$ cat src/spc_pkg.sv
// constants, register map and state type of the sampling pll clock control block
package spc_pkg;
   localparam int ADDR_W = 12;
   localparam int DATA_W = 8;
   localparam int FIELD_W = 4;
   localparam int MODE_W = 2;

   // register offsets
   localparam logic [11:0] ADDR_NOISE_CTRL = 12'h02B;
   localparam logic [11:0] ADDR_PLL_DIV = 12'h03D;
   localparam logic [11:0] ADDR_FB_DIV = 12'h03E;
   localparam logic [11:0] ADDR_PLL_RESET = 12'h05C;
   localparam logic [11:0] ADDR_CAL_EN = 12'h05D;
   localparam logic [11:0] ADDR_CAL_DONE = 12'h05E;
   localparam logic [11:0] ADDR_LOCK = 12'h208;
   localparam logic [11:0] ADDR_BREF_EN = 12'h060;
   localparam logic [11:0] ADDR_TRIG_CTRL = 12'h061;
   localparam logic [11:0] ADDR_CMOS_CTRL = 12'h062;

   // field positions
   localparam int NOISE_ANA_BIT = 0;
   localparam int NOISE_CLK_BIT = 1;
   localparam int PRESCALE_LSB = 0;
   localparam int VCODIV_LSB = 4;
   localparam int TRIG_EN_BIT = 0;
   localparam int TRIG_MODE_LSB = 1;
   localparam int TRIG_DIV_LSB = 4;
   localparam int CMOS_OVR_BIT = 0;
   localparam int CMOS_C_LSB = 1;
   localparam int CMOS_D_LSB = 3;
   localparam int CMOS_OVREN_BIT = 5;

   // reset values
   localparam logic [7:0] RST_NOISE = 8'h00;
   localparam logic [7:0] RST_PLL_DIV = 8'h00;
   localparam logic [7:0] RST_FB_DIV = 8'h00;
   localparam logic [7:0] RST_PLL_RESET = 8'h01;
   localparam logic [7:0] RST_CAL_EN = 8'h00;
   localparam logic [7:0] RST_BREF_EN = 8'h01;
   localparam logic [7:0] RST_TRIG = 8'h00;
   localparam logic [7:0] RST_CMOS = 8'h00;

   // encodings
   localparam logic [1:0] TRIG_MODE_TSTAMP = 2'h3;
   localparam logic [1:0] REF_OFF = 2'h0;
   localparam logic [1:0] REF_FULL = 2'h1;
   localparam logic [1:0] REF_DIV2 = 2'h2;
   localparam logic [1:0] REF_DIV4 = 2'h3;
   localparam int NUM_PRODUCTS = 6;
   localparam logic [7:0] VALID_PRODUCTS [NUM_PRODUCTS] =
      '{8'h05, 8'h06, 8'h08, 8'h0A, 8'h0C, 8'h10};

   // timing
   localparam int CLK_MHZ = 100;
   localparam int CAL_TIME_NS = 1000;
   localparam int LOCK_TIME_NS = 500;
   localparam int CAL_CYCLES = (CAL_TIME_NS * CLK_MHZ + 999) / 1000;
   localparam int LOCK_CYCLES = (LOCK_TIME_NS * CLK_MHZ + 999) / 1000;

   typedef enum logic [3:0] {
      ST_HOLD = 4'h1,
      ST_CAL = 4'h2,
      ST_LOCKING = 4'h4,
      ST_LOCKED = 4'h8
   } spc_pll_state_t;
endpackage : spc_pkg

$ cat src/spc_clock_ctrl.sv
// sampling pll sequencing, divider registers and clock output selection
//
// What this block does
// - lock is only reached for prescaler times vco divider of 5,6,8,10,12,16.
// - prescaler and vco divider sit at 0x3D, feedback divider at 0x3E.
// - clearing the pll reset control starts the vco calibration if bit 0 of the calibration enable at 0x5D is set.
// - calibration done reads 1 at 0x5E and lock reads 1 at 0x208.
// - two supply noise suppression enables are bits of register 0x2B.
// - buffered reference repeats the reference input chosen by the select pin.
// - buffered reference is on with the pll enabled unless its enable is 0.
// - buffered reference needs pll enable high and power down low.
// - trigger output comes from the timestamp input or the serializer clock.
// - trigger output is off after reset until software enables it.
// - serializer clock is divided by the receiver divider for the trigger output.
// - both cmos clock outputs follow the config pins and stop under power down.
// - register mode fields replace the config pins when override is set.
// - pins set enable and divider of channel c, only enable of channel d.
// - a cmos clock function wins over the over-range indication.
// - channel d clock works only while channel c clock mode is nonzero.
// - mode 0 off or over-range, 1 reference, 2 half, 3 quarter.
`timescale 1ns/1ps
`default_nettype none
module spc_clock_ctrl (
   input wire logic ref_clk_in,
   input wire logic resetn_in,
   input wire logic clk_en_in,
   input wire logic [spc_pkg::ADDR_W-1:0] reg_addr_in,
   input wire logic [spc_pkg::DATA_W-1:0] reg_wdata_in,
   input wire logic reg_write_in,
   input wire logic reg_read_in,
   output logic [spc_pkg::DATA_W-1:0] reg_rdata_out,
   output logic reg_rdata_valid_out,
   input wire logic pll_enable_pin_in,
   input wire logic power_down_pin_in,
   input wire logic single_ended_ref_select_in,
   input wire logic diff_clock_input_in,
   input wire logic single_ended_clock_input_in,
   input wire logic timestamp_input_in,
   input wire logic serdes_pll_clock_in,
   input wire logic [1:0] clock_config_pins_in,
   input wire logic overrange_c_in,
   input wire logic overrange_d_in,
   output logic buffered_reference_out,
   output logic trigger_clock_output,
   output logic channel_c_cmos_clock_out,
   output logic channel_d_cmos_clock_out,
   output logic [spc_pkg::FIELD_W-1:0] pll_prescaler_out,
   output logic [spc_pkg::FIELD_W-1:0] pll_vco_divider_out,
   output logic [spc_pkg::DATA_W-1:0] pll_feedback_divider_out,
   output logic pll_in_reset_out,
   output logic vco_cal_running_out,
   output logic analog_supply_rail_suppress_out,
   output logic clock_supply_rail_suppress_out
);
   import spc_pkg::*;

   logic [7:0] clock_noise_suppress_ctrl;
   logic [7:0] pll_divider_reg;
   logic [7:0] pll_feedback_divider;
   logic [7:0] sampling_pll_reset;
   logic [7:0] vco_calibration_enable;
   logic [7:0] buffered_reference_out_enable;
   logic [7:0] trigger_output_control;
   logic [7:0] cmos_clock_ctrl;
   spc_pll_state_t state, next_state;
   logic [7:0] cnt, next_cnt;
   logic ref_q, serdes_q;
   logic [1:0] ref_div_cnt;
   logic [3:0] rx_cnt, next_rx_cnt;

   // register decode
   wire wr_noise = reg_write_in && reg_addr_in == ADDR_NOISE_CTRL;
   wire wr_div = reg_write_in && reg_addr_in == ADDR_PLL_DIV;
   wire wr_fb = reg_write_in && reg_addr_in == ADDR_FB_DIV;
   wire wr_rst = reg_write_in && reg_addr_in == ADDR_PLL_RESET;
   wire wr_cal = reg_write_in && reg_addr_in == ADDR_CAL_EN;
   wire wr_bref = reg_write_in && reg_addr_in == ADDR_BREF_EN;
   wire wr_trig = reg_write_in && reg_addr_in == ADDR_TRIG_CTRL;
   wire wr_cmos = reg_write_in && reg_addr_in == ADDR_CMOS_CTRL;

   wire [3:0] prescale = pll_divider_reg[PRESCALE_LSB +: FIELD_W];
   wire [3:0] vco_div = pll_divider_reg[VCODIV_LSB +: FIELD_W];
   wire [7:0] product = prescale * vco_div;
   logic product_ok;
   always_comb begin
      product_ok = 1'b0;
      for (int i = 0; i < NUM_PRODUCTS; i++) begin
         if (product == VALID_PRODUCTS[i]) begin
            product_ok = 1'b1;
         end
      end
   end

   wire cal_done = (state == ST_LOCKING) || (state == ST_LOCKED);
   wire locked = state == ST_LOCKED;
   // reset register, pll disable pin or power down all hold the loop
   wire hold = sampling_pll_reset[0] || !pll_enable_pin_in || power_down_pin_in;

   wire [7:0] rd_mux =
      (reg_addr_in == ADDR_NOISE_CTRL) ? clock_noise_suppress_ctrl :
      (reg_addr_in == ADDR_PLL_DIV) ? pll_divider_reg :
      (reg_addr_in == ADDR_FB_DIV) ? pll_feedback_divider :
      (reg_addr_in == ADDR_PLL_RESET) ? sampling_pll_reset :
      (reg_addr_in == ADDR_CAL_EN) ? vco_calibration_enable :
      (reg_addr_in == ADDR_CAL_DONE) ? {7'h00, cal_done} :
      (reg_addr_in == ADDR_LOCK) ? {7'h00, locked} :
      (reg_addr_in == ADDR_BREF_EN) ? buffered_reference_out_enable :
      (reg_addr_in == ADDR_TRIG_CTRL) ? trigger_output_control :
      (reg_addr_in == ADDR_CMOS_CTRL) ? cmos_clock_ctrl : 8'h00;

   always_ff @(posedge ref_clk_in or negedge resetn_in) begin
      if (!resetn_in) begin
         clock_noise_suppress_ctrl <= RST_NOISE;
         pll_divider_reg <= RST_PLL_DIV;
         pll_feedback_divider <= RST_FB_DIV;
         sampling_pll_reset <= RST_PLL_RESET;
         vco_calibration_enable <= RST_CAL_EN;
         buffered_reference_out_enable <= RST_BREF_EN;
         trigger_output_control <= RST_TRIG;
         cmos_clock_ctrl <= RST_CMOS;
      end else if (clk_en_in) begin
         if (wr_noise) clock_noise_suppress_ctrl <= reg_wdata_in;
         if (wr_div) pll_divider_reg <= reg_wdata_in;
         if (wr_fb) pll_feedback_divider <= reg_wdata_in;
         if (wr_rst) sampling_pll_reset <= reg_wdata_in;
         if (wr_cal) vco_calibration_enable <= reg_wdata_in;
         if (wr_bref) buffered_reference_out_enable <= reg_wdata_in;
         if (wr_trig) trigger_output_control <= reg_wdata_in;
         if (wr_cmos) cmos_clock_ctrl <= reg_wdata_in;
      end
   end

   always_ff @(posedge ref_clk_in or negedge resetn_in) begin
      if (!resetn_in) begin
         reg_rdata_out <= 8'h00;
         reg_rdata_valid_out <= 1'b0;
      end else if (clk_en_in) begin
         reg_rdata_valid_out <= reg_read_in;
         if (reg_read_in) reg_rdata_out <= rd_mux;
      end
   end

   // calibration and lock sequencing
   always_comb begin
      next_state = state;
      next_cnt = cnt + 8'h01;
      case (state)
         ST_HOLD: begin
            next_cnt = 8'h00;
            // without calibration the vco is untuned, so the loop stays put
            if (!hold && vco_calibration_enable[0]) next_state = ST_CAL;
         end
         ST_CAL: begin
            if (cnt == 8'(CAL_CYCLES - 1)) begin
               next_state = ST_LOCKING;
               next_cnt = 8'h00;
            end
         end
         ST_LOCKING: begin
            // unsupported divisor products never lock
            if (!product_ok || pll_feedback_divider == 8'h00) begin
               next_cnt = 8'h00;
            end else if (cnt == 8'(LOCK_CYCLES - 1)) begin
               next_state = ST_LOCKED;
               next_cnt = 8'h00;
            end
         end
         ST_LOCKED: next_cnt = 8'h00;
         default: next_state = ST_HOLD;
      endcase
      if (hold) begin
         next_state = ST_HOLD;
         next_cnt = 8'h00;
      end
   end

   always_ff @(posedge ref_clk_in or negedge resetn_in) begin
      if (!resetn_in) begin
         state <= ST_HOLD;
         cnt <= 8'h00;
      end else if (clk_en_in) begin
         state <= next_state;
         cnt <= next_cnt;
      end
   end

   // reference selection and dividers
   wire sel_ref = single_ended_ref_select_in ? single_ended_clock_input_in
                                             : diff_clock_input_in;
   wire ref_rise = sel_ref && !ref_q;
   wire ovr_sel = cmos_clock_ctrl[CMOS_OVR_BIT];
   wire overrange_output_enable = cmos_clock_ctrl[CMOS_OVREN_BIT];
   wire [1:0] c_mode = ovr_sel ? cmos_clock_ctrl[CMOS_C_LSB +: MODE_W]
                               : clock_config_pins_in;
   // pins only switch channel d on or off, at the undivided reference
   wire [1:0] d_pin_mode = (clock_config_pins_in != 2'h0) ? REF_FULL : REF_OFF;
   wire [1:0] d_mode = ovr_sel ? cmos_clock_ctrl[CMOS_D_LSB +: MODE_W] : d_pin_mode;
   wire c_is_clock = c_mode != REF_OFF;
   wire d_is_clock = (d_mode != REF_OFF) && c_is_clock;

   function automatic logic mode_level(input logic [1:0] mode, input logic full,
                                       input logic [1:0] dcnt);
      logic lvl;
      lvl = 1'b0;
      case (mode)
         REF_FULL: lvl = full;
         REF_DIV2: lvl = dcnt[0];
         REF_DIV4: lvl = dcnt[1];
         default: lvl = 1'b0;
      endcase
      return lvl;
   endfunction : mode_level

   wire c_clock_level = mode_level(c_mode, sel_ref, ref_div_cnt);
   wire d_clock_level = mode_level(d_mode, sel_ref, ref_div_cnt);
   wire next_c_out = !power_down_pin_in &&
      (c_is_clock ? c_clock_level : (overrange_output_enable && overrange_c_in));
   wire next_d_out = !power_down_pin_in &&
      (d_is_clock ? d_clock_level : (overrange_output_enable && overrange_d_in));
   wire next_bref = pll_enable_pin_in && !power_down_pin_in &&
      buffered_reference_out_enable[0] && sel_ref;

   // serializer clock divider for the trigger output
   wire [3:0] rx_div = trigger_output_control[TRIG_DIV_LSB +: FIELD_W];
   wire [3:0] rx_last = (rx_div == 4'h0) ? 4'h0 : rx_div - 4'h1;
   wire serdes_rise = serdes_pll_clock_in && !serdes_q;
   always_comb begin
      next_rx_cnt = rx_cnt;
      if (serdes_rise) next_rx_cnt = (rx_cnt >= rx_last) ? 4'h0 : rx_cnt + 4'h1;
   end
   // divide by one passes the clock through; odd divisors give an uneven duty
   wire serdes_div_level = (rx_div <= 4'h1) ? serdes_pll_clock_in
                                            : (rx_cnt < {1'b0, rx_div[3:1]});
   wire trig_tstamp = trigger_output_control[TRIG_MODE_LSB +: MODE_W] == TRIG_MODE_TSTAMP;
   wire next_trig = trigger_output_control[TRIG_EN_BIT] &&
      (trig_tstamp ? timestamp_input_in : serdes_div_level);

   always_ff @(posedge ref_clk_in or negedge resetn_in) begin
      if (!resetn_in) begin
         ref_q <= 1'b0;
         serdes_q <= 1'b0;
         ref_div_cnt <= 2'h0;
         rx_cnt <= 4'h0;
         buffered_reference_out <= 1'b0;
         trigger_clock_output <= 1'b0;
         channel_c_cmos_clock_out <= 1'b0;
         channel_d_cmos_clock_out <= 1'b0;
      end else if (clk_en_in) begin
         ref_q <= sel_ref;
         serdes_q <= serdes_pll_clock_in;
         if (ref_rise) ref_div_cnt <= ref_div_cnt + 2'h1;
         rx_cnt <= next_rx_cnt;
         buffered_reference_out <= next_bref;
         trigger_clock_output <= next_trig;
         channel_c_cmos_clock_out <= next_c_out;
         channel_d_cmos_clock_out <= next_d_out;
      end
   end

   assign pll_prescaler_out = prescale;
   assign pll_vco_divider_out = vco_div;
   assign pll_feedback_divider_out = pll_feedback_divider;
   assign pll_in_reset_out = state == ST_HOLD;
   assign vco_cal_running_out = state == ST_CAL;
   assign analog_supply_rail_suppress_out = clock_noise_suppress_ctrl[NOISE_ANA_BIT];
   assign clock_supply_rail_suppress_out = clock_noise_suppress_ctrl[NOISE_CLK_BIT];

   a_lock_product: assert property (@(posedge ref_clk_in) disable iff (!resetn_in)
      locked |-> product_ok && pll_feedback_divider != 8'h00)
      else $error("pll locked with unsupported divider setting");
   a_cal_start: assert property (@(posedge ref_clk_in) disable iff (!resetn_in)
      clk_en_in && state == ST_HOLD && !hold && vco_calibration_enable[0]
      |=> state == ST_CAL)
      else $error("calibration did not start on reset release");
   a_reset_clears: assert property (@(posedge ref_clk_in) disable iff (!resetn_in)
      clk_en_in && sampling_pll_reset[0] |=> !cal_done && !locked)
      else $error("status not cleared by pll reset");
   a_done_before_lock: assert property (@(posedge ref_clk_in) disable iff (!resetn_in)
      $rose(locked) |-> $past(state) == ST_LOCKING && cal_done)
      else $error("lock without completed calibration");
   a_bref_gating: assert property (@(posedge ref_clk_in) disable iff (!resetn_in)
      clk_en_in && (power_down_pin_in || !pll_enable_pin_in) |=> !buffered_reference_out)
      else $error("buffered reference active while disabled");
   a_trig_off: assert property (@(posedge ref_clk_in) disable iff (!resetn_in)
      clk_en_in && !trigger_output_control[TRIG_EN_BIT] |=> !trigger_clock_output)
      else $error("trigger output active while disabled");
   a_cmos_pd: assert property (@(posedge ref_clk_in) disable iff (!resetn_in)
      clk_en_in && power_down_pin_in |=> !channel_c_cmos_clock_out
      && !channel_d_cmos_clock_out)
      else $error("cmos clock output active under power down");
   a_d_needs_c: assert property (@(posedge ref_clk_in) disable iff (!resetn_in)
      clk_en_in && !c_is_clock && !overrange_output_enable |=> !channel_d_cmos_clock_out)
      else $error("channel d clock without channel c clock");
   a_c_priority: assert property (@(posedge ref_clk_in) disable iff (!resetn_in)
      clk_en_in && c_is_clock && !power_down_pin_in
      |=> channel_c_cmos_clock_out == $past(c_clock_level))
      else $error("over-range overrode channel c clock");
   c_locked: cover property (@(posedge ref_clk_in) disable iff (!resetn_in) $rose(locked));
   c_trig_tstamp: cover property (@(posedge ref_clk_in) disable iff (!resetn_in)
      trig_tstamp && trigger_clock_output);
   c_c_div4: cover property (@(posedge ref_clk_in) disable iff (!resetn_in)
      c_mode == REF_DIV4 && channel_c_cmos_clock_out);
endmodule : spc_clock_ctrl
`default_nettype wire

$ cat config.mk
export PLATFORM = sky130hd
export DESIGN_NAME = spc_clock_ctrl
export DESIGN_NICKNAME = d
export VERILOG_FILES = /design/src/spc_pkg.sv /design/src/spc_clock_ctrl.sv
export SDC_FILE = /design/constraint.sdc
export NUM_CORES = 1
export LEC_CHECK = 0
export ABC_AREA = 1
export BUFFER_PORTS_ARGS = -buffer_cell sky130_fd_sc_hd__buf_2
export CELL_PAD_IN_SITES_DETAIL_PLACEMENT = 0
export CELL_PAD_IN_SITES_GLOBAL_PLACEMENT = 2
export CORE_AREA = 2 2 185 96
export CTS_CLUSTER_SIZE = 8
export DETAILED_ROUTE_END_ITERATION = 8
export DIE_AREA = 0 0 187 98
export HOLD_SLACK_MARGIN = 0.02
export PLACE_DENSITY_LB_ADDON = 0.1
export SETUP_SLACK_MARGIN = 0.02
export SYNTH_ARGS = -nofsm -noshare
export SYNTH_HDL_FRONTEND = slang
export SYNTH_SLANG_ARGS = --single-unit
$ cat constraint.sdc
create_clock -name ref_clk_in -period 3.65 [get_ports ref_clk_in]
set_input_delay 0.1825 -clock ref_clk_in [delete_from_list [all_inputs] [get_ports ref_clk_in]]
set_output_delay 0.1825 -clock ref_clk_in [all_outputs]
set_load 0.02 [all_outputs]
* After elaboration in Yosys (flattened, before gate mapping)
Index checks and enable logic that the tools add are counted.
Storage, ports and cells: flip-flop bits (word level) 97, bits in latches 0, bits in writable memories 0, memory bits (read-only) 0, bits of input ports 36, logic and storage cells 149, memories kept 0
Cells by class: add/sub/neg operators 4, multipliers 1, div/mod/pow operators 0, $lt $le $gt $ge 3, eq/ne operators 34, shifts and indexed selects 0, muxes and demuxes 39, bitwise gates (word level) 0, reduce and logical (&&, ||, !) cells 48
Operators by type and width (number):
- $mux 8 | 14
- $eq 12x7->1 const B | 6
- $eq 12x6->1 const B | 3
- $mux 4 | 7
- $eq 8x4->1 const B | 3
- $pmux 8 s3 | 1
- $reduce_and 2->1 | 11
- $logic_and 1x1->1 | 20
- $eq 8x3->1 const B | 2
- $pmux 4 s4 | 1
- $eq 12x10->1 const B | 1
- $mux 1 | 12
- $eq 2x2->1 const B | 5
- $add 8x1->8 const B | 1
- $eq 8x5->1 const B | 1
- $eq 8x6->1 const B | 1
- $eq 8x7->1 const B | 1
- $logic_not 8->1 | 1
- $mul 4x4->8 | 1
- $logic_not 1->1 | 6
- $ne 3x1->1 const B | 2
- $pmux 1 s3 | 2
- $reduce_and 6->1 | 1
- $reduce_bool 2->1 | 3
- other kinds (18) | 23

* Longest topological paths before layout
word-level depth 13, gate-level depth with buffers 18, depth with buffers taken out 18

* Least setup slack after synthesis
OpenSTA, ideal clock, no wires.
kind register to register, from reg pll_divider_reg[7], to reg state[2], arrival time 3.078 ns, path slack 0.506 ns, stages on the path, launching flop included 15, buffers on the path 0, period minus slack after synthesis 3.144 ns, path through dfrtp_1 nand2_1 fa_1 fa_1 fa_1 nand3b_1 nand3_1 nand3_1 nor2_1 nand3_1 nor2_1 nand3_1 nand2_2 nand3_1 nand2_1
Between the ends: word-level cells in the longest chain between the ends 12
RTL lines:
- from (decl) | line spc_clock_ctrl.sv:58 | logic [7:0] pll_divider_reg;
- from (signal assigned) | line spc_clock_ctrl.sv:123 | if (wr_div) pll_divider_reg <= reg_wdata_in;
- $mul 4x4->8 (*) | line spc_clock_ctrl.sv:83 | wire [7:0] product = prescale * vco_div;
- $eq 8x3->1 | line spc_clock_ctrl.sv:88 | if (product == VALID_PRODUCTS[i]) begin
- $mux 1 (5 in a row) | line spc_clock_ctrl.sv:88
- $mux 1 (*) | line spc_clock_ctrl.sv:88
- $logic_not 1->1 (*) | line spc_clock_ctrl.sv:161 | if (!product_ok || pll_feedback_divider == 8'h00) begin
- $logic_or 1x1->1 (*) | line spc_clock_ctrl.sv:161
- $ne 3x3->1 (no line) (*)
- $reduce_and 6->1 (no line) (*)
- to (signal assigned) | line spc_clock_ctrl.sv:182 | state <= next_state;
- to (decl) | line spc_clock_ctrl.sv:65 | spc_pll_state_t state, next_state;
Every way passes the cells marked *; elsewhere a longest branch is shown, timed or not. A chain may end at the register's enable or synchronous reset.

* Worst setup path in the final report
from reg pll_divider_reg[7], to reg cnt[7]
Between the ends: word-level cells in the longest chain between the ends 13
RTL lines:
- $mul 4x4->8 (*) | line spc_clock_ctrl.sv:83
- $eq 8x3->1 | line spc_clock_ctrl.sv:88
- $mux 1 (5 in a row) | line spc_clock_ctrl.sv:88
- $mux 1 (*) | line spc_clock_ctrl.sv:88
- $logic_not 1->1 (*) | line spc_clock_ctrl.sv:161
- $logic_or 1x1->1 (*) | line spc_clock_ctrl.sv:161
- $mux 8 (*) | line spc_clock_ctrl.sv:161
- $pmux 8 s3 (*) | line spc_clock_ctrl.sv:147 | case (state)
- $mux 8 (*) | line spc_clock_ctrl.sv:171 | if (hold) begin
- to (signal assigned) | line spc_clock_ctrl.sv:183 | cnt <= next_cnt;
- to (decl) | line spc_clock_ctrl.sv:66 | logic [7:0] cnt, next_cnt;
Marks and branches as above.

==> metrics <==
vias in the first global route=4,804; DIE AREA=0.0183 mm^2; Routed Antenna Nets=0; crit-path max cell delay=0.55 ns; Synth top area share=42.0%; Post-synth EDFFs=0; endpoints failing hold=0; Critical Path Most Common Cell=fa_1; placed cells=1,013; count leader, synth=nand2_1; reg-to-reg slack, setup=0.33 ns; CP endpoint=cnt[7]; Finished Layout Cells=1,027; Worst slew margin=32.2%; routed len/inst=17.1 um; post-synthesis area per instance=7.78 um^2; Final nets=851; DRC=0; Reg-to-Reg End=cnt[7]; period utilization=91.1%; Pins Over Slew Limit=0; worst slew pin tran=1.02 ns; Initial Utilization=33.1%; # setup viols final=0; maximum number of pins on one net before global-route repair=78; H-tree Lvls=3; cell internal pwr=1770 uW; TritonCTS clock tree=yes; Reg power frac=47.3%; global routing met2 resource utilization=25.3%; via/cell ratio=4.88; first-pass GRT wire length=28,200 um; final wirelength=17,500 um; switching power total=620 uW; Net Sw Frac=25.9%; Final min period=3.32 ns; Port Buffers=68; VDD IR-drop max=201 uV; R2R depth=12; Top Usage Layer GRT=met1; Hold Crit Class=input port to asynchronous set/reset pin; Yosys top cell by area=dfrtp_1; GP Congestion=0.892; Worst setup EP type=register; clock latency at the later pin of the worst-skew pair=0.35 ns; Slowest cell on crit path=fa_1; Layout area overhead=16.4%; CP Launch Type=register; Die X=187 um; most frequent cells after synthesis=nand2_1 (221), dfrtp_1 (94), inv_1 (79); layout cells sized above 1=16.3%; ys async rst share=100%; RSZ-0062 raised after global routing=no; Synthesized Nets=780; Leakage=0.00331 uW; Synth Cell Area=0.00560 mm^2; CTS buffer count=9; Iteration-0 DRC Markers=406; max_cap viols=0; Arr. time, crit path=3.59 ns; Top Ports=69; Synth area leaders=dfrtp_1 (42%), nand2_1 (15%), inv_1 (5.3%); GR Util met1=33.3%; register area share after synthesis=43.4%; Most used DFF post-synth=dfrtp_1; worst-path fanout max=8; clock net sink count=97; Crit Reg-Reg Startpoint=pll_divider_reg[7]; Req. time, crit path=3.91 ns; Setup crit start=pll_divider_reg[7]; Via Count=5,014; initial antenna violation count=0; total of warnings raised by yosys=0; row count=34; met3 Usage GRT=6.25%; clk slew on worst S/H paths=0.07 ns; count of cell types in the netlist=42; post-CTS setup buffer count=0; GRT Resource Usage Total=20.3%; PwrDens=368 mW/mm^2; Final Skew=0.0123 ns; power share of the clock group=43.1%; Die Height=98 um; Comb pwr share=9.5%; synthesis-stage register bit count=97; Diodes inserted=0; First-pass DRT Iterations=6; Max clock buf depth=2; CP Class=register to register; DP Wirelength=13,500 um; status=finished clean; grt total ovfl=0; CTS Root Cell=clkbuf_16; Gate Count Post-Synth=719; Core Area=0.0169 mm^2; fmax=301 MHz; Critical Path, Cell by Cell=nand2_1 -> fa_1 -> fa_1 -> fa_1 -> nand3b_1 -> nand3_1 -> nand3_1 -> nor2_1 -> nand4_1 -> o21bai_1 -> nand2_2 -> o21ai_0; setup tns final=0 ns
what timing repair did:
action,CTS,global route
hold buffers,0,0
hold endpoints to repair,0,0
endpoints found under the setup margin,0,10
resized for setup,0,4
routing by layer:
layer / vias up / wire (um)
met2: 136 / 6280
met1: 2368 / 9780
met4: 0 / 97
met5: - / 0
met3: 9 / 1370
li1: 2501 / -
kinds of logic (layout without fill, tap and decap cells):
kind of cell / after synthesis / after routing / share of synthesized area (%)
simple gates: 363 / 363 / 29.9
mux: 2 / 2 / 0.358
flops: 97 / 97 / 43.4
fa+ha+maj: 25 / 25 / 6.13
buf+inv: 98 / 172 / 6.75
xor+xnor: 12 / 12 / 1.88
compound gates: 122 / 122 / 11.5
power groups by stage:
stage	registers, uW	clock network [uW]	logic (uW)
finish	1130	1030	228
global route	1140	1100	263
CTS	1130	1060	232
detailed placement	1150	0	230
global placement	1150	0	229
floorplan	1150	0	126
area by class of cell:
| type | count | area (um^2) |
|---|---|---|
| clock buffers | 10 | 229 |
| clock inverters | 4 | 77.6 |
| fillers | 1791 | 10400 |
| inverters | 88 | 330 |
| multi-input cells | 524 | 2790 |
| flip-flops and latches | 97 | 2430 |
| well taps | 234 | 293 |
| repair buffers | 70 | 358 |
per-stage QoR:
| step | setup WS (ns) | utilization [%] | hold WS, ns | total power (uW) | instance area, um^2 |
|---|---|---|---|---|---|
| after floorplan | 0.506 | - | -0.113 | 1280 | 5600 |
| after global placement | 0.359 | 36.7 | 0.427 | 1380 | 6200 |
| after detailed placement | 0.282 | 36.7 | 0.438 | 1390 | 6200 |
| after CTS | 0.246 | 38.5 | 0.0546 | 2420 | 6510 |
| after global routing | 0.0323 | 38.6 | 0.0740 | 2510 | 6510 |
| final | 0.326 | 38.6 | 0.00546 | 2390 | 6510 |
critical path: cells and delay by family (launching register included):
family	cells	cell delay, ns
AND/OR/NAND/NOR	7	0.89
adder cells (fa/ha/maj)	3	1.54
AO/OA/AOI/OAI	2	0.36
flip-flops	1	0.45
how the worst min path moves through the flow:
| stage | startpoint | to | slack, ns | depth (start not counted) |
|---|---|---|---|---|
| 4_1_cts | resetn_in | pll_feedback_divider_out[0] | 0.05 | 1 |
| 3_5_place_dp | resetn_in | pll_feedback_divider_out[0] | 0.44 | 1 |
| 6_report | resetn_in | pll_feedback_divider_out[0] | 0.005 | 1 |
| 5_1_grt | resetn_in | clock_noise_suppress_ctrl[0] | 0.07 | 1 |
| 2_1_floorplan | resetn_in | buffered_reference_out | -0.11 | 0 |
| 3_3_place_gp | resetn_in | pll_feedback_divider_out[0] | 0.43 | 1 |
layout by cell type, fill, tap and decap left out, types with 4 or more instances in the layout:
| cell type | n |
|---|---|
| ha_1 | 21 |
| inv_2 | 8 |
| clkbuf_16 | 9 |
| buf_2 | 67 |
| nor2_4 | 4 |
| nand2_2 | 7 |
| nand3_2 | 4 |
| nand2_1 | 220 |
| o21ai_0 | 46 |
| nor2_1 | 44 |
| nand3_1 | 30 |
| nor3_2 | 4 |
| nor3_1 | 6 |
| inv_1 | 79 |
| xor2_1 | 8 |
| nand4_1 | 25 |
| fa_1 | 4 |
| dfrtp_1 | 91 |
| xnor2_1 | 4 |
| o21ai_1 | 48 |
| a21oi_1 | 13 |
Note: power is estimated with default switching activity, not from simulation.
